## src/pod_pkg.sv

```systemverilog
// Purpose: constants for the pwm output disable block
// Assumes: one 20 MHz clock, which also serves as the peripheral clock
// Notes: sample counts are cycle counts at that clock; the pwm period and dead time are given in ns and converted to cycles
`default_nettype none

package pod_pkg;
	// =====================================================
	// fault input detection modes
	typedef enum logic {
		POD_MODE_FALL,
		POD_MODE_LOW
	} pod_mode_t;

	// =====================================================
	// timing
	localparam int POD_CLK_HZ = 20000000;
	localparam int POD_LOW_SAMPLES = 3;
	localparam int POD_PWM_PERIOD_NS = 100000;
	localparam int POD_DEAD_TIME_NS = 2000;
	localparam int POD_CLK_NS = 1000000000 / POD_CLK_HZ;
	localparam int POD_PWM_PERIOD_CYC = POD_PWM_PERIOD_NS / POD_CLK_NS;
	localparam int POD_DEAD_CYC = (POD_DEAD_TIME_NS + POD_CLK_NS - 1) / POD_CLK_NS;
	localparam int POD_HALF_CYC = POD_PWM_PERIOD_CYC / 2;

	// =====================================================
	// reset values
	localparam logic POD_FLAG_RST = 1'b0;
	localparam logic [2:0] POD_SYNC_RST = 3'h7;
endpackage : pod_pkg

`default_nettype wire

```

## src/pod_output_disable.sv

```systemverilog
// Purpose: forces six complementary pwm pins to high impedance on fault
// Assumes: fault pins are asynchronous and are synchronised here
// Notes: output enables are active low; a high enable means the pin floats
`default_nettype none

module pod_output_disable #(
	parameter int LOW_SAMPLES = pod_pkg::POD_LOW_SAMPLES
) (
	input wire logic ref_clk_i,
	input wire logic reset_i,
	input wire logic fault_input_a_n_i,
	input wire logic fault_input_b_n_i,
	input wire logic fault_a_low_mode_i,
	input wire logic fault_b_low_mode_i,
	input wire logic fault_a_clear_i,
	input wire logic fault_b_clear_i,
	input wire logic software_hiz_bit_i,
	input wire logic osc_stop_i,
	input wire logic pwm_run_i,
	output logic fault_a_request_flag_o,
	output logic fault_b_request_flag_o,
	output logic osc_stop_flag_o,
	output logic output_enable_irq_a_o,
	output logic output_enable_irq_b_o,
	output logic fault_a_level_o,
	output logic fault_b_level_o,
	output logic hiz_active_o,
	output logic [2:0] pwm_out_o,
	output logic [2:0] pwm_out_neg_o,
	output logic [2:0] pwm_out_oe_n_o,
	output logic [2:0] pwm_out_neg_oe_n_o
);
	// =====================================================
	// state
	typedef struct packed {
		logic [1:0] sync1;
		logic [1:0] sync2;
		logic [1:0] prev;
		logic [1:0][7:0] low_cnt;
		logic flag_a;
		logic flag_b;
		logic osc_flag;
		logic [1:0] soft_sync;
		logic hiz;
		logic [15:0] pwm_cnt;
		logic [2:0] pwm_p;
		logic [2:0] pwm_n;
	} pod_state_t;

	pod_state_t st_r;
	pod_state_t st_nxt;

	localparam logic [15:0] HALF = 16'(pod_pkg::POD_HALF_CYC);
	localparam logic [15:0] PERIOD = 16'(pod_pkg::POD_PWM_PERIOD_CYC);
	localparam logic [15:0] DEAD = 16'(pod_pkg::POD_DEAD_CYC);
	localparam logic [7:0] SAMPLES = 8'(LOW_SAMPLES);

	// phase offsets of the three pairs, a third of a period apart
	function automatic logic [15:0] pod_phase(input logic [15:0] cnt, input logic [1:0] k);
		logic [16:0] s;
		s = {1'b0, cnt} + 17'(k) * 17'(PERIOD / 16'h0003);
		if (s >= {1'b0, PERIOD})
			s = s - {1'b0, PERIOD};
		return s[15:0];
	endfunction : pod_phase

	logic [1:0] fault_low;
	logic [1:0] low_mode;
	logic [1:0] clr;
	logic [1:0] hit;
	logic [15:0] ph;

	always_comb
	begin
		st_nxt = st_r;
		low_mode = {fault_b_low_mode_i, fault_a_low_mode_i};
		clr = {fault_b_clear_i, fault_a_clear_i};
		ph = 16'h0000;
		st_nxt.sync1 = {fault_input_b_n_i, fault_input_a_n_i};
		st_nxt.sync2 = st_r.sync1;
		st_nxt.prev = st_r.sync2;
		fault_low = ~st_r.sync2;
		for (int i = 0; i < 2; i++)
		begin
			// low-level mode counts consecutive low samples, one per clock
			if (fault_low[i] && st_r.low_cnt[i] != SAMPLES)
				st_nxt.low_cnt[i] = st_r.low_cnt[i] + 8'h01;
			else if (!fault_low[i])
				st_nxt.low_cnt[i] = 8'h00;
			// edge mode fires only on a new high-to-low transition
			hit[i] = low_mode[i] ? (fault_low[i] && st_r.low_cnt[i] == SAMPLES - 8'h01)
				: (st_r.prev[i] && !st_r.sync2[i]);
		end
		// set wins over a clear in the same cycle
		st_nxt.flag_a = hit[0] | (st_r.flag_a & ~clr[0]);
		st_nxt.flag_b = hit[1] | (st_r.flag_b & ~clr[1]);
		// no clear path: only reset drops it
		st_nxt.osc_flag = st_r.osc_flag | osc_stop_i;
		st_nxt.soft_sync = {st_r.soft_sync[0], software_hiz_bit_i};
		// edge reaches hiz three clocks after the pin falls, inside 7.5
		// only the second soft flop is read, so a metastable first stage never reaches hiz
		st_nxt.hiz = st_nxt.flag_a | st_nxt.flag_b | st_nxt.osc_flag
			| st_r.soft_sync[1];
		// free-running complementary pwm with dead time
		if (!pwm_run_i)
			st_nxt.pwm_cnt = 16'h0000;
		else if (st_r.pwm_cnt == PERIOD - 16'h0001)
			st_nxt.pwm_cnt = 16'h0000;
		else
			st_nxt.pwm_cnt = st_r.pwm_cnt + 16'h0001;
		for (int k = 0; k < 3; k++)
		begin
			ph = pod_phase(st_r.pwm_cnt, 2'(k));
			st_nxt.pwm_p[k] = pwm_run_i && ph >= DEAD && ph < HALF;
			st_nxt.pwm_n[k] = pwm_run_i && ph >= HALF + DEAD;
		end
	end

	always_ff @(posedge ref_clk_i or posedge reset_i)
	begin
		if (reset_i)
		begin
			st_r <= '0;
			st_r.sync1 <= pod_pkg::POD_SYNC_RST[1:0];
			st_r.sync2 <= pod_pkg::POD_SYNC_RST[1:0];
			st_r.prev <= pod_pkg::POD_SYNC_RST[1:0];
			st_r.flag_a <= pod_pkg::POD_FLAG_RST;
			st_r.flag_b <= pod_pkg::POD_FLAG_RST;
			st_r.osc_flag <= pod_pkg::POD_FLAG_RST;
		end
		else
			st_r <= st_nxt;
	end

	// =====================================================
	// outputs
	assign fault_a_request_flag_o = st_r.flag_a;
	assign fault_b_request_flag_o = st_r.flag_b;
	assign osc_stop_flag_o = st_r.osc_flag;
	assign output_enable_irq_a_o = st_r.flag_a;
	assign output_enable_irq_b_o = st_r.flag_b;
	// synchronised pin levels let software wait for a high fault pin before restore
	assign fault_a_level_o = st_r.sync2[0];
	assign fault_b_level_o = st_r.sync2[1];
	assign hiz_active_o = st_r.hiz;
	assign pwm_out_o = st_r.pwm_p;
	assign pwm_out_neg_o = st_r.pwm_n;
	assign pwm_out_oe_n_o = {3{st_r.hiz}};
	assign pwm_out_neg_oe_n_o = {3{st_r.hiz}};
endmodule : pod_output_disable

`default_nettype wire

```

## config.mk

```make
export PLATFORM = sky130hd
export DESIGN_NAME = pod_output_disable
export DESIGN_NICKNAME = d
export VERILOG_FILES = /design/src/pod_pkg.sv /design/src/pod_output_disable.sv
export SDC_FILE = /design/constraint.sdc
export NUM_CORES = 1
export LEC_CHECK = 0
export ABC_AREA = 1
export BUFFER_PORTS_ARGS = -buffer_cell sky130_fd_sc_hd__buf_4
export CORE_MARGIN = 8
export CORE_UTILIZATION = 40
export DETAILED_ROUTE_END_ITERATION = 7
export GPL_TIMING_DRIVEN = 0
export HOLD_SLACK_MARGIN = 0.03
export PLACE_DENSITY = 0.64
export SLEW_MARGIN = 0
export SYNTH_ARGS = -nofsm -noshare
export SYNTH_HDL_FRONTEND = slang
export SYNTH_SLANG_ARGS = --single-unit
```

## constraint.sdc

```tcl
create_clock -name ref_clk_i -period 2.3 [get_ports ref_clk_i]
set_input_delay 0.345 -clock ref_clk_i [delete_from_list [all_inputs] [get_ports ref_clk_i]]
set_output_delay 0.345 -clock ref_clk_i [all_outputs]
set_load 0.03 [all_outputs]
```

# Yosys cells after proc, flatten, opt, wreduce, memory -nomap -nowiden
# Cells that the tools add are included.
dict set report classes {
  eq_ne 7
  bitwise_logic 11
  addsub 8
  muxes 11
  reduce_logical 17
  magnitude_cmp 12
}
# cell n
set op_table {}
lappend op_table {{16-bit 2-to-1 mux} 5}
lappend op_table {{16-bit by 11-bit >= comparator with 1-bit output (second input constant)} 4}
lappend op_table {{16-bit by 6-bit >= comparator with 1-bit output (second input constant)} 3}
lappend op_table {{16-bit by 10-bit less-than comparator with 1-bit output (second input constant)} 3}
lappend op_table {{16-bit by 11-bit subtractor with 16-bit output (second input constant)} 3}
lappend op_table {{17-bit by 11-bit >= comparator with 1-bit output (second input constant)} 2}
lappend op_table {{8-bit 2-to-1 mux} 4}
lappend op_table {{16-bit by 10-bit adder with 17-bit output (second input constant)} 1}
lappend op_table {{16-bit by 11-bit adder with 17-bit output (second input constant)} 1}
lappend op_table {{16-bit by 1-bit adder with 16-bit output (second input constant)} 1}
lappend op_table {{8-bit by 1-bit adder with 8-bit output (second input constant)} 2}
lappend op_table {{16-bit by 11-bit equality test with 1-bit output (second input constant)} 1}
lappend op_table {{8-bit by 2-bit equality test with 1-bit output (second input constant)} 2}
lappend op_table {{8-bit by 2-bit != test with 1-bit output (second input constant)} 2}
lappend op_table {{1-bit logical AND} 15}
lappend op_table {{1-bit bitwise OR} 6}
lappend op_table {{2-bit by 1-bit != test with 1-bit output (second input constant)} 2}
lappend op_table {{1-bit bitwise AND} 2}
lappend op_table {{1-bit zero test} 2}
lappend op_table {{1-bit 2-to-1 mux} 2}
lappend op_table {{1-bit NOT} 2}
lappend op_table {{2-bit NOT} 1}
dict set report word_totals {
  regBits 50
  output_inout_bits 20
  in_bits 11
  wordCells 79
}

# Longest topological paths before layout
# Gate-level depths: netlist (run 1).
dict set report logic_depth {
  ltp_word 7
  mapped_depth 23
}

# Worst setup path after synthesis (run 1)
# No wires, ideal clock.
dict set report synth_timing {
  kind {register -> register}
  startpoint {register st_r[11] (netlist bit)}
  endpoint {register st_r, in the netlist pwm_out_o[2]}
  setup_ns 0.113
  n_path_buf 1
  t_arrival_ns 2.353
  path_stages_with_launch 22
  t_required_ns 2.187
  path_slack_ns -0.166
  path_cell_list {dfrtp_1 inv_1 ha_1 nand2_1 nand2_1 nand2_1 nand2_1 nand2_1 inv_1 nand4_1 nor2_2 nor2_4 nand2_2 buf_6 nand2_1 nand2_1 nor2_2 inv_1 nor2_1 nand3_1 nand2_1 inv_1}
}
# element line
set synth_rtl {}
lappend synth_rtl {{start, declared} pod_output_disable.sv:50} ;# pod_state_t st_r;
lappend synth_rtl {{start signal, assigned} pod_output_disable.sv:132} ;# st_r <= st_nxt;

==> qor.csv, run 1 <==
stage,metric,value,unit
finish,antennaDiodeCount,0,
global_routing,grt_overflow,0,
finish,drive_gt1_frac,0.395,
detailed_routing,wire_per_inst,14.3,um
detailed_routing,drc,0,
detailed_routing,drtIter0Drc,292,
timing,finalHoldViolCount,0,
place,dp_hpwl,8710,um
worst_setup_path,endpoint_kind,register,
timing,fin_skew,0.0165,ns
finish,final_cell_area,5990,um2
min_path,whs_path_depth,1,
synth,syn_inst,650,
finish,area_growth,39.1,%
timing,period_minus_slack,2.55,ns
timing,min_period_over_period,1.11,
detailed_routing,antenna_left,0,
die,core,10700,um2
worst_setup_path,crit_fanout,8,
clock_network,cts.sinks,50,
die,io_pins,31,
detailed_routing,dr.pass1.iters,5,
global_routing,antenna_found_initial,0,
clock_network,cts_tree,yes,
die,fp-row-count,38,
timing,max_slew.worst_pin.slew,0.563,ns
worst_setup_path,rr_worst_depth,19,
detailed_routing,drt-total-wl,12800,um
clock_network,clk_latency,0.33,ns
synth,avgSynthCellArea,6.63,um2
finish,nets,784,
global_routing,grt_pass1_vias,4453,
worst_setup_path,critPathLaunchType,register,
timing,finalWorstSetupSlack,-0.250,ns
flow_run,maxCapViolations,0,
synth,synthesis.nets,681,
die,die_width,120,um
timing,rsz0062_at_grt,true,
die,die_height,120,um
detailed_routing,vias,4636,
die,die_area,14300,um2
worst_setup_path,required,2.52,ns
die,start_util,0.404,
finish,layout_common_cells,"nand2_1, buf_4, inv_1",
place,place.gp.congestion,0.913,
clock_network,cts_buffer_depth,2,
timing,slew_headroom,0.621,
synth,yosysSeqAreaShare,0.292,
power,p_per_area,327,nW/um2
worst_setup_path,r2r-start,st_r[10]$_DFF_PP0_,
min_path,holdCritPathClass,input pin to register,
min_path,hold_start,software_hiz_bit_i,
worst_setup_path,worst_ep_arrival_time,2.78,ns
timing,finalMaxSlewViolations,0,
place,postPlaceCellArea,4770,um2
detailed_routing,avgViaCountPerCell,5.19,
synth,ys_seq_elements,50,
global_routing,grt_pass1_wl,20600,um
timing,setup_viol,5,
synth,synth_area,4310,um2
power,leakage,0.00291,uW
power,irDropWorstVdd,265,uV
finish,utilization,0.563,
clock_network,clkTransAtPathRegs,0.11,ns
worst_setup_path,crit_type,register to register,
finish,layout_commonest_cell,nand2_1,
clock_network,cts-root-buf,clkbuf_8,
global_routing,grt_max_degree,36,
timing,fmax,0.392,GHz
clock_network,cts.htree.levels,2,
worst_setup_path,startpoint,st_r[10]$_DFF_PP0_,
global_routing,track_usage,0.171,
status,violations,setup timing,
place,port_buffers,30,
clock_network,cts_buffers,5,
synth,synth_cell_types,41,
place,pre_cts_ws,-0.416,ns
status,status,finished with violations,
synth,ys_warn_count,0,
timing,tns,-0.990,ns
## power by group
group | internal, uW | switching [uW]
logic | 128 | 177
registers | 920 | 32.4
clock network | 359 | 346
## registers in the layout, summed over array words and instances, names as in the netlist
name	cells
st_r	35
fault_b_request_flag_o	1
fault_b_level_o	1
pwm_out_neg_o	3
fault_a_request_flag_o	1
pwm_out_o	3
fault_a_level_o	1
osc_stop_flag_o	1
hiz_active_o	1
st_nxt	3
## worst paths after layout
check                                            end  slack, ns
max                           pwm_out_o[1]$_DFF_PP0_      -0.25
min                             st_nxt[24]$_DFF_PP0_       0.12
max reg2reg                   pwm_out_o[1]$_DFF_PP0_      -0.25
min reg2reg                fault_b_level_o$_DFF_PP1_       0.36
max in group asynchronous         st_r[45]$_DFF_PP1_       1.16
min in group asynchronous     pwm_out_o[1]$_DFF_PP0_       0.55
## kinds of logic (layout without fill, tap and decap cells)
logic type                 Yosys count  in the layout  share of synthesized area
AOI/OAI and AO/OA                   56             56                     0.0761
xor gates and xnor gates            30             30                     0.0610
adders and majority gates           20             20                     0.0581
and+or+nand+nor                    388            388                      0.402
DFF                                 50             50                      0.292
buffers and inverters              106            210                      0.111
## what timing repair did
item,in CTS,in global routing
cloned,1,0
buffers inserted,48,15
endpoints found under the hold margin,13,0
hold buffers,1,0
pin swaps,52,49
setup endpoints to repair,6,6
gates resized for setup,97,69
## critical path, cell delays in order (launching register included)
cell	delay [ns]
dfrtp_2	0.48
clkinv_4	0.13
buf_4	0.15
buf_4	0.13
nand2_4	0.08
nand2_4	0.06
o21ai_4	0.23
nand2_1	0.10
nand2_1	0.08
nand2_2	0.08
nor2_4	0.15
nand3_2	0.12
buf_6	0.15
nand3_1	0.06
nand2_1	0.08
nor2_2	0.12
and2_1	0.13
nand2_1	0.05
nand2_1	0.05
nor2_1	0.04
## cell usage after synthesis (all sizes together)
| master | number | area (um2) |
|---|---|---|
| nand4 | 19 | 119 |
| buf | 21 | 158 |
| ha | 20 | 250 |
| o21ai | 23 | 123 |
| a221oi | 1 | 8.76 |
| a31oi | 2 | 12.5 |
| xor2 | 26 | 228 |
| and2 | 2 | 12.5 |
| a21oi | 18 | 93.8 |
| xnor2 | 4 | 35.0 |
| nor4 | 3 | 18.8 |
| o211ai | 1 | 7.51 |
| clkinv | 1 | 3.75 |
| a211oi | 3 | 22.5 |
| clkbuf | 1 | 3.75 |
| dfstp | 6 | 158 |
| a31o | 1 | 8.76 |
| dfrtp | 44 | 1100 |
| nor3 | 21 | 105 |
| or2 | 4 | 25.0 |
| nand2 | 191 | 734 |
| nand3 | 62 | 320 |
| nor2 | 80 | 350 |
| o21bai | 2 | 15.0 |
| inv | 83 | 312 |
| a22oi | 1 | 7.51 |
| nor3b | 4 | 30.0 |
| o22ai | 2 | 12.5 |
| o21a | 1 | 7.51 |
| a41oi | 1 | 8.76 |
| nand3b | 2 | 15.0 |
## final cells by class
cell class | count | area, um2
Buffer | 22 | 166
Clock buffer | 6 | 82.6
Clock inverter | 2 | 38.8
Fill cell | 1008 | 4660
Inverter | 84 | 330
Multi-Input combinational cell | 494 | 3170
Sequential cell | 50 | 1270
Tap cell | 140 | 175
Timing Repair Buffer | 96 | 763
## metrics by stage
step           hold slack [ns]  total power (uW)  std cells
2_1_floorplan            0.331              1130        650
3_3_place_gp             0.333              1210        820
3_5_place_dp             0.349              1230        821
4_1_cts                  0.118              1970        879
5_1_grt                  0.113              2050        894
6_report                 0.118              1960        894
## metal layers
| metal | part of all wire | routed length [um] | up-vias | track usage |
|---|---|---|---|---|
| met5 | 0 | 0 | - | 0 |
| met3 | 0.035 | 446 | 21 | 0.0188 |
| met2 | 0.52 | 6650 | 123 | 0.312 |
| met4 | 0.022 | 279 | 0 | 0.0531 |
| li1 | - | - | 2287 | - |
| met1 | 0.43 | 5450 | 2205 | 0.205 |
Note: power is estimated with default switching activity, not from simulation.
==> run 2: changes to the inputs <==
--- a/config.mk
+++ b/config.mk
@@ -6,13 +6,13 @@
 export NUM_CORES = 1
 export LEC_CHECK = 0
 export ABC_AREA = 1
-export BUFFER_PORTS_ARGS = -buffer_cell sky130_fd_sc_hd__buf_4
 export CORE_MARGIN = 8
 export CORE_UTILIZATION = 40
 export DETAILED_ROUTE_END_ITERATION = 7
+export DONT_BUFFER_PORTS = 1
 export GPL_TIMING_DRIVEN = 0
 export HOLD_SLACK_MARGIN = 0.03
-export PLACE_DENSITY = 0.64
+export PLACE_DENSITY = 0.61
 export SLEW_MARGIN = 0
 export SYNTH_ARGS = -nofsm -noshare
 export SYNTH_HDL_FRONTEND = slang
==> run 2 against run 1 <==
Compared with the run above:
- the run still ends with setup timing left
- sequential share of layout area rose by 0.78 points
- die area stayed put
- combinational power is 14% lower
- cell area shrank 3.5%
- cell count is 3.8% lower
- clock power grew 9.8%
- clock skew down 0.0090 ns
- worst hold slack lost 0.062 ns
- non-clock buffer count fell by 34
- largest cell class unchanged
- routed wire length decreased by 0.30%
==> qor.csv, run 2 (synthesized netlist as in run 1, its figures left out) <==
stage,metric,value,unit,change
timing,fin_skew,0.00744,ns,-0.00904 ns
global_routing,grt_pass1_wl,21000,um,+1.9%
clock_network,cts.sinks,50,,unchanged
place,place_inst,791,,-3.7%
power,p_per_area,347,nW/um2,+6.0%
place,port_buffers,0,,-100%
die,die_height,120,um,unchanged
worst_setup_path,critPathLaunchType,register,,
place,postPlaceCellArea,4550,um2,-4.7%
global_routing,grt_max_degree,27,,-25%
power,switching_share,0.257,,-0.0258
timing,slew_headroom,0.550,,-0.0708
die,start_util,0.404,,unchanged
global_routing,antenna_found_initial,0,,unchanged
detailed_routing,dr.pass1.iters,5,,unchanged
finish,antennaDiodeCount,0,,unchanged
detailed_routing,drtIter0Drc,399,,+37%
timing,finalWorstSetupSlack,-0.238,ns,+0.0120 ns
detailed_routing,drc,0,,unchanged
clock_network,clk_latency,0.31,ns,-0.02 ns
worst_setup_path,worst_ep_arrival_time,2.76,ns,-0.02 ns
finish,layout_common_cells,"nand2_1, buf_4, inv_1",,
finish,layout_commonest_cell,nand2_1,,
detailed_routing,antenna_left,0,,unchanged
status,status,finished with violations,,
power,pwr-share-clk,0.386,,+0.027
finish,drive_gt1_frac,0.349,,-0.0466
detailed_routing,wire_per_inst,14.9,um,+3.6%
worst_setup_path,required,2.52,ns,about the same
die,fp-row-count,38,,unchanged
status,violations,setup timing,,
worst_setup_path,r2r_setup_slack,-0.24,ns,about the same
detailed_routing,drt-total-wl,12800,um,-0.30%
worst_setup_path,endpoint_kind,register,,
finish,area_growth,34.3,%,
clock_network,cts_buffer_depth,2,,unchanged
clock_network,cts_tree,yes,,
timing,max_slew.worst_pin.slew,0.668,ns,+0.105 ns
global_routing,grt_overflow,0,,unchanged
clock_network,cts.htree.levels,2,,unchanged
die,core,10700,um2,unchanged
place,place.gp.congestion,0.924,,+1.3%
timing,finalHoldViolCount,0,,unchanged
die,die_width,120,um,unchanged
timing,min_period_over_period,1.10,,-0.00520
finish,regMostFlops,st_r,,
die,io_pins,31,,unchanged
global_routing,track_usage,0.174,,+0.00347
min_path,hold_start,software_hiz_bit_i,,
power,seqPwrFrac,0.483,,-0.002
min_path,whs_path_depth,0,,-1
power,p_int,1490,uW,+6.0%
finish,nets,750,,-4.3%
finish,fill_cells,995,,-1.3%
flow_run,maxCapViolations,0,,unchanged
clock_network,clkTransAtPathRegs,0.10,ns,about the same
worst_setup_path,crit_type,register to register,,
finish,instances_no_fill,860,,-3.8%
global_routing,grt_pass1_vias,4553,,+2.2%
min_path,whs_endpoint,st_nxt[24]$_DFF_PP0_,,
timing,rsz0062_at_grt,true,,
power,leakage,0.00276,uW,-5.3%
worst_setup_path,crit_fanout,5,,-3
clock_network,cts_buffers,5,,unchanged
finish,largest_reg_flops,35,,unchanged
timing,fmax,0.394,GHz,+0.47%
finish,final_cell_area,5780,um2,-3.5%
timing,finalMaxSlewViolations,0,,unchanged
power,irDropWorstVdd,235,uV,-11%
min_path,holdCritPathClass,input pin to register,,
die,die_area,14300,um2,unchanged
timing,period_minus_slack,2.54,ns,-0.0120 ns
timing,setup_viol,4,,-1
worst_setup_path,rr_worst_depth,21,,+2
detailed_routing,avgViaCountPerCell,5.32,,+2.7%
place,dp_hpwl,8530,um,-2.0%
detailed_routing,vias,4578,,-1.3%
clock_network,cts-root-buf,clkbuf_8,,
worst_setup_path,r2r-start,st_r[10]$_DFF_PP0_,,
power,power_frac_comb,0.131,,-0.025
power,p_sw,516,uW,-7.0%
worst_setup_path,r2r-end,pwm_out_o[2]$_DFF_PP0_,,
run 2: cell types whose count changed in the layout (fill, tap and decap cells not counted), sizes merged:
cell,previous run,this run
buf,115,78
bufinv,1,2
clkbuf,8,9
clkinv,3,2
dlygate4sd3,1,3
run 2: cell type report:
cell class                 instances  area, um2  share of cell area
sequential                        50       1270               0.219
clock buffer                       6       82.6              0.0143
tap                              140        175              0.0303
clock inverter                     2       60.1              0.0104
timing repair buffer              62        522              0.0902
multi-input combinational        494       3180               0.550
inverter                          84        328              0.0567
buffer                            22        170              0.0294
run 2: critical path, cell delays in order, from the launching register on:
cell and delay, ns:
dfrtp_2 0.46, clkinv_4 0.13, ha_4 0.19, nand2_4 0.09
nand2_8 0.08, nand2_4 0.07, nand2_2 0.07, nand2_4 0.11
nor2_4 0.04, nand4_1 0.14, nor2_4 0.07, nor2_4 0.19
nand2_4 0.09, buf_6 0.14, nand2_1 0.08, nand2_2 0.09
nor2_4 0.11, inv_1 0.05, nor2_1 0.09, nand3_1 0.07
nand2_1 0.06, inv_1 0.03
run 2: what timing repair did:
item,CTS,global route
endpoints found under the setup margin,6,6
resized for setup,97,65
buffers inserted,50,7
pin swaps,59,35
hold endpoints to repair,24,0
hold buffers,3,0
gates cloned,1,0
run 2: stage by stage:
step	util	total power [uW]	TNS, ns	hold slack, ns	worst slack (ns)
floorplan	-	1130	-0.0202	0.331	-0.0202
global placement	0.425	1180	-1.95	0.335	-0.379
detailed placement	0.427	1190	-1.71	0.337	-0.404
CTS	0.513	2030	-0.420	0.0423	-0.127
global route	0.543	2110	-1.65	0.0357	-0.405
finish	0.543	2010	-0.730	0.0559	-0.238
run 2: how the worst max path moves through the flow:
stage / startpoint / end
4_1_cts: st_r[8]$_DFF_PP0_ / pwm_out_o[1]$_DFF_PP0_
6_report: st_r[10]$_DFF_PP0_ / pwm_out_o[2]$_DFF_PP0_
3_3_place_gp: st_r[10]$_DFF_PP0_ / pwm_out_o[2]$_DFF_PP0_
2_1_floorplan: st_r[10]$_DFF_PP0_ / pwm_out_o[2]$_DFF_PP0_
5_1_grt: st_r[12]$_DFF_PP0_ / pwm_out_o[2]$_DFF_PP0_
3_5_place_dp: st_r[10]$_DFF_PP0_ / pwm_out_o[2]$_DFF_PP0_
run 2: power groups by stage:
stage / registers [uW] / logic (uW) / clock network [uW]
floorplan: 976 / 158 / 0
global placement: 984 / 194 / 0
detailed placement: 986 / 205 / 0
CTS: 969 / 255 / 807
global route: 974 / 299 / 832
finish: 969 / 263 / 774
run 2: metal layers:
metal | track usage | wire (um)
met5 | 0 | 0
met4 | 0.0773 | 542
met3 | 0.0324 | 763
met2 | 0.302 | 6230
met1 | 0.206 | 5250
